$ cat config.mk
export PLATFORM = sky130hd
export DESIGN_NAME = aps_sample_out
export DESIGN_NICKNAME = d
export VERILOG_FILES = /design/src/aps_skid_buf.v /design/src/aps_sample_out.v
export VERILOG_INCLUDE_DIRS = /design/src
export SDC_FILE = /design/constraint.sdc
export NUM_CORES = 1
export LEC_CHECK = 0
export ABC_AREA = 1
export ABC_CLOCK_PERIOD_IN_PS = 10550
export BUFFER_PORTS_ARGS = -buffer_cell sky130_fd_sc_hd__buf_2
export CAP_MARGIN = 20
export CELL_PAD_IN_SITES_DETAIL_PLACEMENT = 2
export CELL_PAD_IN_SITES_GLOBAL_PLACEMENT = 2
export CORE_MARGIN = 10
export CORE_UTILIZATION = 43
export CTS_BUF_LIST = sky130_fd_sc_hd__clkbuf_4 sky130_fd_sc_hd__clkbuf_8
export DETAILED_ROUTE_END_ITERATION = 8
export HOLD_SLACK_MARGIN = 0.06
export PLACE_DENSITY_LB_ADDON = 0.25
export SLEW_MARGIN = 20
export SYNTH_ARGS = -nofsm -noshare
export SYNTH_HDL_FRONTEND = slang
export SYNTH_SLANG_ARGS = --single-unit
$ cat constraint.sdc
create_clock -name core_clk_in -period 10.55 [get_ports core_clk_in]
set_input_delay 2.11 -clock core_clk_in [delete_from_list [all_inputs] [get_ports core_clk_in]]
set_output_delay 2.11 -clock core_clk_in [all_outputs]
set_load 0.02 [all_outputs]
$ cat src/aps_regs.vh
// Constants for the converter output block
`ifndef APS_REGS_VH
`define APS_REGS_VH
`define APS_WORD_W        15
`define APS_LATENCY       3
`define APS_CLK_PERIOD_PS 8000
`define APS_DAV_DELAY_PS  6500
`define APS_BUF_DEPTH     2
`define APS_MAX_CODE      15'h3FFF
`define APS_MIN_CODE      15'h4000
`endif

$ cat src/aps_skid_buf.v
// Two-entry valid/ready buffer carrying result words
`timescale 1ns/1ns
module aps_skid_buf #(
  parameter W = 16
) (
  input  wire         core_clk_in,
  input  wire         rst_n_in,
  input  wire         in_valid_in,
  output wire         in_ready_out,
  input  wire [W-1:0] in_data_in,
  output wire         out_valid_out,
  input  wire         out_ready_in,
  output wire [W-1:0] out_data_out
);
  reg [W-1:0] mem_q [0:1];
  reg         wr_q;
  reg         rd_q;
  reg [1:0]   cnt_q;
  wire        push;
  wire        pop;
  assign in_ready_out  = (cnt_q != 2'h2);
  assign out_valid_out = (cnt_q != 2'h0);
  assign out_data_out  = mem_q[rd_q];
  assign push = in_valid_in & in_ready_out;
  assign pop  = out_valid_out & out_ready_in;
  always @(posedge core_clk_in or negedge rst_n_in) begin
    if (!rst_n_in) begin
      wr_q     <= 1'b0;
      rd_q     <= 1'b0;
      cnt_q    <= 2'h0;
      mem_q[0] <= {W{1'b0}};
      mem_q[1] <= {W{1'b0}};
    end else begin
      if (push) begin
        mem_q[wr_q] <= in_data_in;
        wr_q        <= ~wr_q;
      end
      if (pop)
        rd_q <= ~rd_q;
      if (push && !pop)
        cnt_q <= cnt_q + 2'h1;
      else if (pop && !push)
        cnt_q <= cnt_q - 2'h1;
    end
  end
endmodule // aps_skid_buf

$ cat src/aps_sample_out.v
// Converter output stage: sampling, pipeline, parallel word, overrange, valid strobe
// Notes on behaviour
// - Sample the input at each rising edge of the differential conversion clock.
// - Deliver each result as a 15-bit two's-complement parallel word.
// - Output bit 0 is LSB, bit 14 MSB; capture assembles in that order.
// - Overrange flag high beyond full scale, low inside full scale.
// - Valid strobe rises about 6.5ns after the conversion clock falling edge; the code raises it one core cycle after the detected fall loads the word.
// - Word appears three clock cycles after sampling, valid at strobe rise.
// - Overrange flag has exactly the data timing, per sample.
`timescale 1ns/1ns
`include "aps_regs.vh"
module aps_sample_out #(
  parameter W   = `APS_WORD_W,
  parameter LAT = `APS_LATENCY
) (
  input  wire         core_clk_in,
  input  wire         reset_n_in,
  input  wire         conv_clock_pos_in,
  input  wire         conv_clock_neg_in,
  input  wire [W:0]   analog_in_pos_in,
  input  wire [W:0]   analog_in_neg_in,
  output reg  [W-1:0] sample_word_out,
  output reg          overrange_flag_out,
  output reg          data_valid_strobe_out,
  output reg          buf_overflow_out
);
  // Strobe delay in core cycles, rounded down, at least one
  localparam integer DAV_RAW = `APS_DAV_DELAY_PS / `APS_CLK_PERIOD_PS;
  localparam integer DAV_CYC = (DAV_RAW < 1) ? 1 : DAV_RAW;
  // Strobe sequencer states
  localparam [1:0] ST_IDLE = 2'h0;
  localparam [1:0] ST_WAIT = 2'h1;
  localparam [1:0] ST_HIGH = 2'h2;

  reg         rst_s1_q;
  reg         rst_q;
  reg         ckp_s1_q;
  reg         ckp_s2_q;
  reg         ckn_s1_q;
  reg         ckn_s2_q;
  reg         clk_lvl_q;
  reg [W:0]   ainp_s1_q;
  reg [W:0]   ainp_s2_q;
  reg [W:0]   ainn_s1_q;
  reg [W:0]   ainn_s2_q;
  reg [W:0]   pipe_q [0:LAT-1];
  reg [3:0]   dav_cnt_q;
  reg [3:0]   dav_cnt_d;
  reg [1:0]   st_q;
  reg [1:0]   st_d;
  reg [W-1:0] word_d;
  reg         flag_d;
  reg         dav_d;
  reg         ovf_d;
  integer     i;
  wire        clk_diff;
  wire        rise;
  wire        fall;
  wire [W+1:0] diff;
  wire [W:0]  conv;
  wire        in_ready;
  wire        out_valid;
  wire [W:0]  out_data;

  // Saturate the differential input to the word range and flag the clip
  function [W:0] aps_convert;
    input [W+1:0] d;
    begin
      if ($signed(d) > $signed({3'h0, `APS_MAX_CODE}))
        aps_convert = {1'b1, `APS_MAX_CODE};
      else if ($signed(d) < $signed({3'h7, `APS_MIN_CODE}))
        aps_convert = {1'b1, `APS_MIN_CODE};
      else
        aps_convert = {1'b0, d[W-1:0]};
    end
  endfunction

  // Edge of a synchronised level against its delayed copy; dir high means rising
  function aps_edge;
    input lvl;
    input prv;
    input dir;
    begin
      aps_edge = dir ? (lvl & ~prv) : (~lvl & prv);
    end
  endfunction

  always @(posedge core_clk_in or negedge reset_n_in) begin
    if (!reset_n_in) begin
      rst_s1_q <= 1'b0;
      rst_q    <= 1'b0;
    end else begin
      rst_s1_q <= 1'b1;
      rst_q    <= rst_s1_q;
    end
  end

  // Pins from outside the domain pass two flops before use
  always @(posedge core_clk_in or negedge rst_q) begin
    if (!rst_q) begin
      ckp_s1_q <= 1'b0;
      ckp_s2_q <= 1'b0;
      ckn_s1_q <= 1'b1;
      ckn_s2_q <= 1'b1;
    end else begin
      ckp_s1_q <= conv_clock_pos_in;
      ckp_s2_q <= ckp_s1_q;
      ckn_s1_q <= conv_clock_neg_in;
      ckn_s2_q <= ckn_s1_q;
    end
  end

  // Legs must hold steady around a rise; the word is synced bit by bit
  always @(posedge core_clk_in or negedge rst_q) begin
    if (!rst_q) begin
      ainp_s1_q <= {(W+1){1'b0}};
      ainp_s2_q <= {(W+1){1'b0}};
      ainn_s1_q <= {(W+1){1'b0}};
      ainn_s2_q <= {(W+1){1'b0}};
    end else begin
      ainp_s1_q <= analog_in_pos_in;
      ainp_s2_q <= ainp_s1_q;
      ainn_s1_q <= analog_in_neg_in;
      ainn_s2_q <= ainn_s1_q;
    end
  end

  // Differential clock: positive above negative means high
  assign clk_diff = ckp_s2_q & ~ckn_s2_q;
  assign rise     = aps_edge(clk_diff, clk_lvl_q, 1'b1);
  assign fall     = aps_edge(clk_diff, clk_lvl_q, 1'b0);
  assign diff     = {ainp_s2_q[W], ainp_s2_q} - {ainn_s2_q[W], ainn_s2_q};
  assign conv     = aps_convert(diff);

  always @(posedge core_clk_in or negedge rst_q) begin
    if (!rst_q) begin
      clk_lvl_q <= 1'b0;
      for (i = 0; i < LAT; i = i + 1)
        pipe_q[i] <= {(W+1){1'b0}};
    end else begin
      clk_lvl_q <= clk_diff;
      if (rise) begin
        pipe_q[0] <= conv;
        for (i = 1; i < LAT; i = i + 1)
          pipe_q[i] <= pipe_q[i-1];
      end
    end
  end

  // Buffer decouples the pipeline from the output register; popped once per clock
  aps_skid_buf #(
    .W (W+1)
  ) u_buf (
    .core_clk_in   (core_clk_in),
    .rst_n_in      (rst_q),
    .in_valid_in   (rise),
    .in_ready_out  (in_ready),
    .in_data_in    (pipe_q[LAT-1]),
    .out_valid_out (out_valid),
    .out_ready_in  (fall),
    .out_data_out  (out_data)
  );

  // Next output state: load at a detected fall, count the delay, drop at the next rise
  always @* begin
    st_d      = st_q;
    dav_cnt_d = dav_cnt_q;
    word_d    = sample_word_out;
    flag_d    = overrange_flag_out;
    dav_d     = data_valid_strobe_out;
    // Sticky: a word pushed into a full buffer is lost
    ovf_d     = buf_overflow_out | (rise & ~in_ready);
    if (fall && out_valid) begin
      word_d    = out_data[W-1:0];
      flag_d    = out_data[W];
      dav_d     = 1'b0;
      dav_cnt_d = 4'h1;
      st_d      = ST_WAIT;
    end else begin
      case (st_q)
        ST_IDLE: begin
          dav_d = 1'b0;
        end
        ST_WAIT: begin
          if (dav_cnt_q >= DAV_CYC[3:0]) begin
            dav_d = 1'b1;
            st_d  = ST_HIGH;
          end else begin
            dav_cnt_d = dav_cnt_q + 4'h1;
          end
        end
        ST_HIGH: begin
          if (rise) begin
            dav_d = 1'b0;
            st_d  = ST_IDLE;
          end
        end
        default: begin
          dav_d = 1'b0;
          st_d  = ST_IDLE;
        end
      endcase
    end
  end

  always @(posedge core_clk_in or negedge rst_q) begin
    if (!rst_q) begin
      st_q                  <= ST_IDLE;
      dav_cnt_q             <= 4'h0;
      sample_word_out       <= {W{1'b0}};
      overrange_flag_out    <= 1'b0;
      data_valid_strobe_out <= 1'b0;
      buf_overflow_out      <= 1'b0;
    end else begin
      st_q                  <= st_d;
      dav_cnt_q             <= dav_cnt_d;
      sample_word_out       <= word_d;
      overrange_flag_out    <= flag_d;
      data_valid_strobe_out <= dav_d;
      buf_overflow_out      <= ovf_d;
    end
  end
endmodule // aps_sample_out

==> out/summary.log, run 1 <==
qor: sta.finalHoldWorstSlack 317 ps
qor: sta.finalWorstPathRequiredPeriod 3160 ps
qor: power_and_ir_drop.p_total 1.88 mW
qor: yosys.synth_area 7210 um2
qor: route.drt_first_iter_violations 205
qor: global_routing.grt_antenna_before_repair 0
qor: yosys.asyncSetResetFlopFracSynth 1.00
qor: yosys.synth.ff_latch_count 179
qor: place.preCtsSetupSlack 7410 ps
qor: power_and_ir_drop.clock_power_share 0.259
qor: die.boundaryPins 54
qor: worst_setup_path.critPathMaxFanout 2
qor: yosys.synth-seq-area-share 0.622
qor: finish.area.sequential 4490 um2
qor: yosys.yosys-top-cells-count sky130_fd_sc_hd__nand2_1 (221), sky130_fd_sc_hd__dfrtp_1 (177), sky130_fd_sc_hd__inv_1 (88)
qor: sta.fin_worst_skew 15.4 ps
qor: clocking.cts_hold_repair.buffers 0
qor: power_and_ir_drop.power.density_cell_area 233 nW/um2
qor: sta.grt_setup_unrepaired false
qor: finish.num-fill-cells 1778
qor: worst_setup_path.timing.critical_path.to_type output pin
qor: route.via_count 5061
qor: die.die_x 149 um
qor: finish.layout.cell_area.non_filler 8100 um2
qor: global_routing.grt_max_degree 92
qor: clocking.clock_sinks 179
qor: worst_setup_path.timing.critical_path.from_type register
qor: power_and_ir_drop.ir_drop 0.0000927 V
qor: finish.multi_input_area 2280 um2
qor: clocking.cts_repair_resize_count 0
qor: worst_setup_path.crit_family flip-flops
qor: yosys.ys.warnings.count 0
qor: power_and_ir_drop.power.share.combinational 0.235
qor: finish.drive_gt1_frac 0.159
qor: clocking.cts.path.max_buffers 2
qor: finish.finalNonFillerCells 1023
qor: global_routing.grt_first_pass_wirelength 30300 um
qor: worst_hold_path.hold_path.class reg2async
qor: clocking.post_cts_buffers 0
qor: finish.num_antenna_cells 0
qor: worst_setup_path.crit_start sample_word_out[11]
qor: power_and_ir_drop.cellLeakagePower 4.18 nW
qor: clocking.clkSlewWorstSetupHoldPaths 110 ps
qor: die.floorplan.die.height 149 um
qor: route.drt_wl_total 17900 um
qor: route.route.top_layer_used met4
qor: power_and_ir_drop.intPower 1.21 mW
qor: yosys.yosys.cell_types.count 37
qor: sta.period_share 0.299
qor: place.placement.cell_area 7660 um2
qor: sta.worstMarginPinSlew 984 ps
qor: worst_setup_path.setup.reg_to_reg.worst_slack 7800 ps
qor: worst_setup_path.critical_path.slowest_cell sky130_fd_sc_hd__dfrtp_1
qor: die.placementRows 47
qor: yosys.synth.most_common_cell sky130_fd_sc_hd__nand2_1
qor: power_and_ir_drop.p_switching 0.670 mW
qor: worst_setup_path.worst-endpoint-required 8440 ps
qor: clocking.cts_tree yes
qor: clocking.cts.htree.levels 4
qor: route.met2_length 9670 um
qor: route.viasPerCell 4.95
qor: finish.final_core_utilization 0.490
qor: clocking.worst_skew_pair.late_latency 480 ps
qor: yosys.synth_top_area_share 0.615
qor: yosys.post_synth_inst_count 739
qor: finish.synthesis_to_finish_area_growth 12.3%
qor: die.initial_cell_density_of_the_core 0.436
qor: route.routedLengthMet1 7340 um
qor: power_and_ir_drop.power.sequential.fraction 0.506
qor: power_and_ir_drop.power_switching_share 0.356
qor: sta.timing_max_transition_violations_final 0
qor: global_routing.grt.total_usage 0.170
qor: route.detail-route-antenna-nets 0
qor: sta.achievable_freq 317 MHz
qor: place.finalWeightedCongestion 0.777
qor: clocking.cts-root-buf sky130_fd_sc_hd__clkbuf_8
qor: finish.fin_nets 847
qor: place.post_place_cells 990
qor: status.outcome completed
qor: route.detail_route.drc_violations 0
qor: route.detail_route.first_pass.iterations 4
qor: die.die_area 22300 um2
qor: worst_setup_path.timing.critical_path.slowest_cell_delay 410 ps
qor: place.hpwl 11700 um
qor: sta.timing.final.ws_setup 7390 ps
qor: worst_setup_path.critical_path_buf_inv_count 1
qor: yosys.ys.flop_type sky130_fd_sc_hd__dfrtp_1
qor: worst_setup_path.cells_along_the_critical_path buf_2
qor: sta.maxSlewHeadroom 0.343
qor: flow_run.max-cap-violations 0
qor: worst_setup_path.arrival 1050 ps
qor: worst_setup_path.crit_type reg2out
qor: sta.timing_hold_violations_final 0
qor: yosys.ys_top_cells_by_area sky130_fd_sc_hd__dfrtp_1 (61%), sky130_fd_sc_hd__nand2_1 (12%), sky130_fd_sc_hd__inv_1 (4.6%), sky130_fd_sc_hd__ha_1 (3.5%), sky130_fd_sc_hd__o21ai_0 (3.2%)
qor: sta.fin_tns_setup 0 ps
qor: worst_setup_path.r2r_start ckp_s2_q
qor: route.route.detailed.wl_per_inst 17.5 um
qor: place.placement.io_buffers 53
qor: die.floorplan.core_area 16500 um2
qor: route.met3WireLength 622 um
qor: sta.setup_violations 0
qor: yosys.syn-mean-instance-area 9.75 um2
qor: clocking.cts-buffers-inserted 17
qor: yosys.cell_taking_the_most_area_after_synthesis sky130_fd_sc_hd__dfrtp_1
qor: global_routing.first_global_vias 5881
qor: yosys.synthesis.nets 796
qor: yosys.post_synth_edffs 0
qor: global_routing.grt_overflow_total 0
## power groups by stage
| stage | combinational [mW] | clock, mW | sequential, mW |
|---|---|---|---|
| 6_report | 0.443 | 0.488 | 0.953 |
| 5_1_grt | 0.511 | 0.533 | 0.974 |
| 4_1_cts | 0.451 | 0.500 | 0.953 |
| 3_5_place_dp | 0.436 | 0 | 0.960 |
| 3_3_place_gp | 0.399 | 0 | 0.944 |
| 2_1_floorplan | 0.276 | 0 | 0.961 |
## logic make-up after synthesis
| logic type | count (synthesis) | share of synthesized area |
|---|---|---|
| simple gates | 311 | 0.177 |
| other cells | 1 | 0.000520 |
| buf+inv | 113 | 0.0627 |
| xor+xnor | 14 | 0.0170 |
| fa+ha+maj | 21 | 0.0375 |
| flops | 179 | 0.622 |
| compound gates | 100 | 0.0832 |
## layout by cell type (no fill, tap or decap), drive strengths merged
cell	count
a21oi	27
a31oi	1
and3	1
buf	56
bufinv	2
clkbuf	17
clkinv	2
clkinvlp	6
conb	1
dfrtp	177
dfstp	2
fa	1
ha	20
inv	94
nand2	227
nand3	14
nand3b	2
nand4	2
nor2	47
nor3	4
o21ai	54
o21bai	2
o31ai	16
or2	13
or3	1
xnor2	5
xor2	9
## registers in the layout (all words and copies together) (netlist names), 2 cells and up
name / flops
ainn_s1_q: 16
ainn_s2_q: 16
ainp_s1_q: 16
ainp_s2_q: 16
dav_cnt_q: 4
pipe_q: 48
sample_word_out: 15
st_q: 2
u_buf.cnt_q: 2
u_buf.mem_q: 32
## worst paths after layout
check	end	depth (start not counted)
setup / recovery	sample_word_out[11]	1
hold / removal	ckp_s2_q	0
setup reg to reg	u_buf.mem_q[6]	8
hold reg to reg	ckp_s2_q	0
max in group asynchronous	pipe_q[14]	1
min in group core_clk_in	ainn_s2_q[15]	0
## metal layers
| metal | vias up | track usage |
|---|---|---|
| li1 | 2396 | - |
| met3 | 26 | 0.0396 |
| met1 | 2560 | 0.193 |
| met4 | 0 | 0.0579 |
| met5 | - | 0 |
| met2 | 79 | 0.306 |
## cell type report
cell class	count	area share
flip-flops and latches	179	0.554
multi-input cells	447	0.282
inverters	89	0.0413
repair buffers	56	0.0385
well taps	220	0.0340
clock buffers	17	0.0289
clock inverters	15	0.0216
(Power assumes the default switching activity.)
==> run 2, diff against run 1 <==
ABC_CLOCK_PERIOD_IN_PS = 3000   (was 10550)
CORE_UTILIZATION = 40   (was 43)
clock period = 3 ns   (was 10.55 ns; I/O delays follow)
==> out/summary.log, run 2 (same netlist as run 1, synthesis figures left out) <==
qor: finish.final_cell_mix sky130_fd_sc_hd__nand2_1 (221), sky130_fd_sc_hd__dfrtp_1 (176), sky130_fd_sc_hd__inv_1 (88)
qor: die.floorplan.die.height 154 um
qor: worst_hold_path.hold_path.class in2reg
qor: finish.largestRegisters pipe_q: 48 flops, u_buf.mem_q: 32 flops
qor: power_and_ir_drop.power.sequential.fraction 0.490
qor: finish.synthesis_to_finish_area_growth 13.6%
qor: sta.worstMarginPinSlew 977 ps
qor: worst_setup_path.setup.reg_to_reg.worst_slack 510 ps
qor: power_and_ir_drop.power.density_cell_area 816 nW/um2
qor: power_and_ir_drop.cellLeakagePower 4.24 nW
qor: worst_setup_path.worst-endpoint-required 3320 ps
qor: worst_setup_path.arrival 2810 ps
qor: worst_hold_path.holdPathStages 1
qor: clocking.worst_skew_pair.late_latency 470 ps
qor: route.drt_wl_total 16600 um
qor: die.initial_cell_density_of_the_core 0.404
qor: power_and_ir_drop.power_switching_share 0.330
qor: finish.register_bank_with_the_most_flops pipe_q
qor: power_and_ir_drop.ir_drop 0.000371 V
qor: worst_setup_path.timing.critical_path.from_type register
qor: route.route.detailed.wl_per_inst 16.1 um
qor: power_and_ir_drop.clock_power_share 0.275
qor: die.die_x 154 um
qor: clocking.post_cts_buffers 0
qor: finish.finalNonFillerCells 1036
qor: die.die_area 23800 um2
qor: sta.setup_violations 0
qor: finish.final_core_utilization 0.459
qor: worst_setup_path.timing.critical_path.to_type register
qor: worst_hold_path.worst_hold_startpoint analog_in_neg_in[9]
qor: finish.layout.cell_area.non_filler 8190 um2
qor: place.placement.io_buffers 53
qor: sta.grt_setup_unrepaired false
qor: finish.fin_nets 851
qor: route.detail_route.drc_violations 0
qor: finish.largest_register_ff_count 48
qor: die.placementRows 49
qor: sta.period_share 0.830
qor: global_routing.first_global_vias 5697
qor: finish.num_antenna_cells 0
qor: clocking.cts-root-buf sky130_fd_sc_hd__clkbuf_8
qor: global_routing.grt_max_degree 70
qor: place.finalWeightedCongestion 0.795
qor: worst_hold_path.whs_endpoint ainn_s1_q[9]
qor: sta.timing_max_transition_violations_final 0
qor: clocking.cts.path.max_buffers 2
qor: route.detail_route.first_pass.iterations 4
qor: global_routing.grt_antenna_before_repair 0
qor: worst_setup_path.reg2regPathDepth 13
qor: power_and_ir_drop.p_switching 2.20 mW
qor: sta.timing_hold_violations_final 0
qor: clocking.cts_hold_repair.buffers 1
qor: global_routing.grt.total_usage 0.147
qor: place.placement.cell_area 7720 um2
qor: finish.mostFrequentLayoutCell sky130_fd_sc_hd__nand2_1
qor: sta.maxSlewHeadroom 0.347
qor: worst_setup_path.critPathMaxFanout 12
qor: flow_run.max-cap-violations 0
qor: sta.fin_tns_setup 0 ps
qor: global_routing.grt_overflow_total 0
qor: finish.drive_gt1_frac 0.161
qor: status.outcome completed
qor: finish.num-fill-cells 1928
qor: die.floorplan.core_area 17800 um2
qor: die.boundaryPins 54
qor: sta.fin_worst_skew 10.0 ps
qor: worst_setup_path.r2r_start ainp_s2_q[0]
qor: worst_setup_path.crit_start ainp_s2_q[0]
qor: sta.achievable_freq 402 MHz
qor: clocking.cts.htree.levels 4
qor: clocking.cts_repair_resize_count 0
qor: sta.finalWorstPathRequiredPeriod 2490 ps
qor: worst_setup_path.crit_type reg2reg
qor: place.hpwl 11900 um
qor: clocking.cts_tree yes
qor: route.viasPerCell 4.82
qor: worst_setup_path.crit-reg2reg-capture pipe_q[34]
qor: route.detail-route-antenna-nets 0
qor: global_routing.grt_first_pass_wirelength 28600 um
qor: clocking.clkSlewWorstSetupHoldPaths 90 ps
qor: power_and_ir_drop.intPower 4.48 mW
qor: route.drt_first_iter_violations 183
qor: route.via_count 4990
qor: place.post_place_cells 1003
qor: clocking.cts-buffers-inserted 17
qor: power_and_ir_drop.power.share.combinational 0.235
qor: clocking.clock_sinks 179
run 2: cell types whose count changed in the layout (fill, tap and decap cells not counted), sizes merged:
cell / delta
buf: +3
inv: -2
clkbuf: +6
dlygate4sd3: +1
bufinv: +1
clkinvlp: -4
clkinv: -1
run 2: area by class of cell:
cell class | count | area (um2) | area share
clock inverter | 9 | 139 | 0.0170
tap | 229 | 287 | 0.0350
timing repair buffer | 60 | 345 | 0.0422
sequential | 179 | 4490 | 0.548
clock buffer | 23 | 317 | 0.0387
multi-input combinational | 447 | 2280 | 0.279
inverter | 89 | 334 | 0.0408
run 2: worst max-delay path, cell delays in order, from the launching register on:
cell and delay [ps]:
sky130_fd_sc_hd__dfrtp_1 340, sky130_fd_sc_hd__inv_1 40, sky130_fd_sc_hd__ha_1 210, sky130_fd_sc_hd__fa_1 410, sky130_fd_sc_hd__inv_1 90, sky130_fd_sc_hd__nand3_1 60, sky130_fd_sc_hd__nand3_1 110, sky130_fd_sc_hd__nand2_1 60
sky130_fd_sc_hd__nand2_1 130, sky130_fd_sc_hd__nand2_1 110, sky130_fd_sc_hd__nand3_1 110, sky130_fd_sc_hd__nand2_2 90, sky130_fd_sc_hd__a21oi_4 440, sky130_fd_sc_hd__a21oi_1 140
run 2: power by group through the flow:
stage               registers (mW)  logic [mW]  clock network (mW)
floorplan                     3.38       0.972                   0
finish                        3.28        1.57                1.84
global placement              3.27        1.46                   0
CTS                           3.29        1.62                1.89
global route                  3.36        1.81                2.00
detailed placement            3.32        1.58                   0
run 2: worst max-delay path by stage:
stage                     slack [ps]  cells after the start           end
after floorplan                   50                      0  ainn_s1_q[0]
after global placement           620                     13    pipe_q[34]
after detailed placement         480                     13    pipe_q[34]
after CTS                        480                     13    pipe_q[34]
after global routing             230                     13    pipe_q[34]
final                            510                     13    pipe_q[34]
run 2: metal layers:
layer	part of all wire	GRT usage	wire length (um)
met1	0.41	0.161	6860
met5	0	0	0
met4	0.013	0.0409	213
met2	0.54	0.270	8970
met3	0.036	0.0402	591
run 2: metrics by stage:
stage | total power, mW | hold slack [ps] | worst slack, ps
2_1_floorplan | 4.35 | 304 | 46.0
3_3_place_gp | 4.74 | 332 | 621
3_5_place_dp | 4.91 | 336 | 485
4_1_cts | 6.80 | 204 | 477
5_1_grt | 7.16 | 183 | 226
6_report | 6.69 | 234 | 511
==> run 3, diff against run 2 <==
ABC_CLOCK_PERIOD_IN_PS = 2400   (was 3000)
clock period = 2.4 ns   (was 3 ns; I/O delays follow)
==> out/summary.log, run 3 (same netlist as run 1, synthesis figures left out) <==
qor: route.drt_first_iter_violations 198
qor: worst_setup_path.crit_type reg2reg
qor: global_routing.grt_antenna_before_repair 0
qor: worst_hold_path.holdPathStages 1
qor: global_routing.grt_first_pass_wirelength 29000 um
qor: die.floorplan.core_area 17800 um2
qor: clocking.clock_sinks 179
qor: worst_setup_path.timing.critical_path.to_type register
qor: route.detail-route-antenna-nets 0
qor: finish.drive_gt1_frac 0.184
qor: worst_setup_path.critPathMostFrequentCell sky130_fd_sc_hd__nand2_1
qor: sta.setup_violations 0
qor: finish.largest_register_ff_count 48
qor: clocking.cts.path.max_buffers 2
qor: finish.register_bank_with_the_most_flops pipe_q
qor: sta.period_share 0.956
qor: clocking.clkSlewWorstSetupHoldPaths 100 ps
qor: power_and_ir_drop.cellLeakagePower 4.28 nW
qor: worst_setup_path.critical_path_buf_inv_count 1
qor: worst_setup_path.timing.critical_path.from_type register
qor: place.finalWeightedCongestion 0.797
qor: worst_hold_path.hold_path.class in2reg
qor: sta.finalWorstPathRequiredPeriod 2290 ps
qor: global_routing.first_global_vias 5971
qor: finish.fin_nets 866
qor: clocking.cts.htree.levels 4
qor: die.die_x 154 um
qor: worst_setup_path.worst-endpoint-required 2760 ps
qor: die.boundaryPins 54
qor: flow_run.max-cap-violations 0
qor: sta.maxSlewHeadroom 0.588
qor: worst_setup_path.arrival 2660 ps
qor: die.placementRows 49
qor: sta.timing_max_transition_violations_final 0
qor: worst_setup_path.cp_num_cells 12
qor: global_routing.grt_overflow_total 0
qor: power_and_ir_drop.ir_drop 0.000381 V
qor: place.post_place_cells 1005
qor: place.placement.io_buffers 53
qor: route.route.detailed.wl_per_inst 16.3 um
qor: sta.achievable_freq 436 MHz
qor: finish.finalNonFillerCells 1051
qor: global_routing.grt.total_usage 0.148
qor: route.detail_route.first_pass.iterations 4
qor: worst_setup_path.timing.critical_path.slowest_cell_delay 380 ps
qor: route.drt_wl_total 17100 um
qor: finish.mostFrequentLayoutCell sky130_fd_sc_hd__nand2_1
qor: clocking.cts-root-buf sky130_fd_sc_hd__clkbuf_8
qor: sta.worstMarginPinSlew 618 ps
qor: finish.largestRegisters pipe_q: 48 flops, u_buf.mem_q: 32 flops
qor: die.die_area 23800 um2
qor: sta.timing_hold_violations_final 0
qor: finish.synthesis_to_finish_area_growth 15.6%
qor: power_and_ir_drop.power.density_cell_area 971 nW/um2
qor: place.preCtsSetupSlack -3.96 ps
qor: global_routing.grt_max_degree 113
qor: finish.num_antenna_cells 0
qor: clocking.cts_tree yes
qor: sta.timing.final.ws_setup 105 ps
qor: worst_setup_path.critPathMaxFanout 6
qor: worst_setup_path.critical_path.slowest_cell sky130_fd_sc_hd__dfrtp_1
qor: power_and_ir_drop.p_total 8.09 mW
qor: route.viasPerCell 4.92
qor: place.hpwl 11800 um
qor: die.floorplan.die.height 154 um
qor: die.initial_cell_density_of_the_core 0.404
qor: clocking.worst_skew_pair.late_latency 470 ps
qor: status.outcome completed
qor: sta.fin_worst_skew 11.0 ps
qor: finish.final_cell_mix sky130_fd_sc_hd__nand2_1 (217), sky130_fd_sc_hd__dfrtp_1 (176), sky130_fd_sc_hd__inv_1 (87)
qor: route.detail_route.drc_violations 0
qor: worst_setup_path.cells_along_the_critical_path ha_1 > nand2_1 > nor2_2 > and3_1 > nand2_2 > nand2_1 > nand2_1 > nand2_1 > nand2_2 > a21oi_4 > clkbuf_16 > a21oi_2
qor: worst_setup_path.reg2regPathDepth 12
qor: worst_setup_path.crit_family simple AND/OR/NAND/NOR gates
qor: clocking.cts-buffers-inserted 17
qor: route.via_count 5168
## run 3: what timing repair did
action / 4_1_cts / 5_1_grt
pin swaps: 0 / 3
resized for setup: 1 / 15
gates cloned: 0 / 1
hold endpoints to repair: 2 / 10
hold buffers: 1 / 10
setup buffers: 0 / 2
endpoints found under the setup margin: 2 / 15
## run 3: stage by stage
step	util	cell area (um2)	setup TNS, ps	hold WS [ps]
after floorplan	-	7210	0	184
after global placement	0.434	7750	0	265
after detailed placement	0.434	7750	-3.96	270
after CTS	0.456	8140	0	69.5
after global routing	0.467	8330	-599	75.7
final	0.467	8330	0	108
## run 3: final timing paths
path / start / end / slack, ps
min in group asynchronous: reset_n_in / rst_s1_q / 340
max in group asynchronous: rst_q / pipe_q[34] / 1500
max reg2reg: ainp_s2_q[12] / pipe_q[39] / 110
min reg2reg: rst_q / ainp_s1_q[0] / 350
min: analog_in_pos_in[14] / ainp_s1_q[14] / 110
max: ainp_s2_q[12] / pipe_q[39] / 110
## run 3: power by group
part	leakage, nW	internal (mW)	switching, mW
logic	1.91	0.721	1.30
registers	2.18	3.71	0.372
clock network	0.188	0.778	1.21
## run 3: per-layer routing
layer | vias up | share of wire | global-route usage | wire (um)
met5 | - | 0 | 0 | 0
met4 | 0 | 0.024 | 0.0513 | 410
met3 | 23 | 0.034 | 0.0433 | 581
met2 | 73 | 0.54 | 0.269 | 9290
met1 | 2643 | 0.40 | 0.160 | 6830
li1 | 2429 | - | - | -
## run 3: area by class of cell
class                           count  area (um2)
Inverter                           89         334
Tap cell                          229         287
Timing Repair Buffer               75         513
Sequential cell                   179        4490
Clock inverter                     14         138
Multi-Input combinational cell    447        2340
Clock buffer                       18         241
Fill cell                        1934        9510
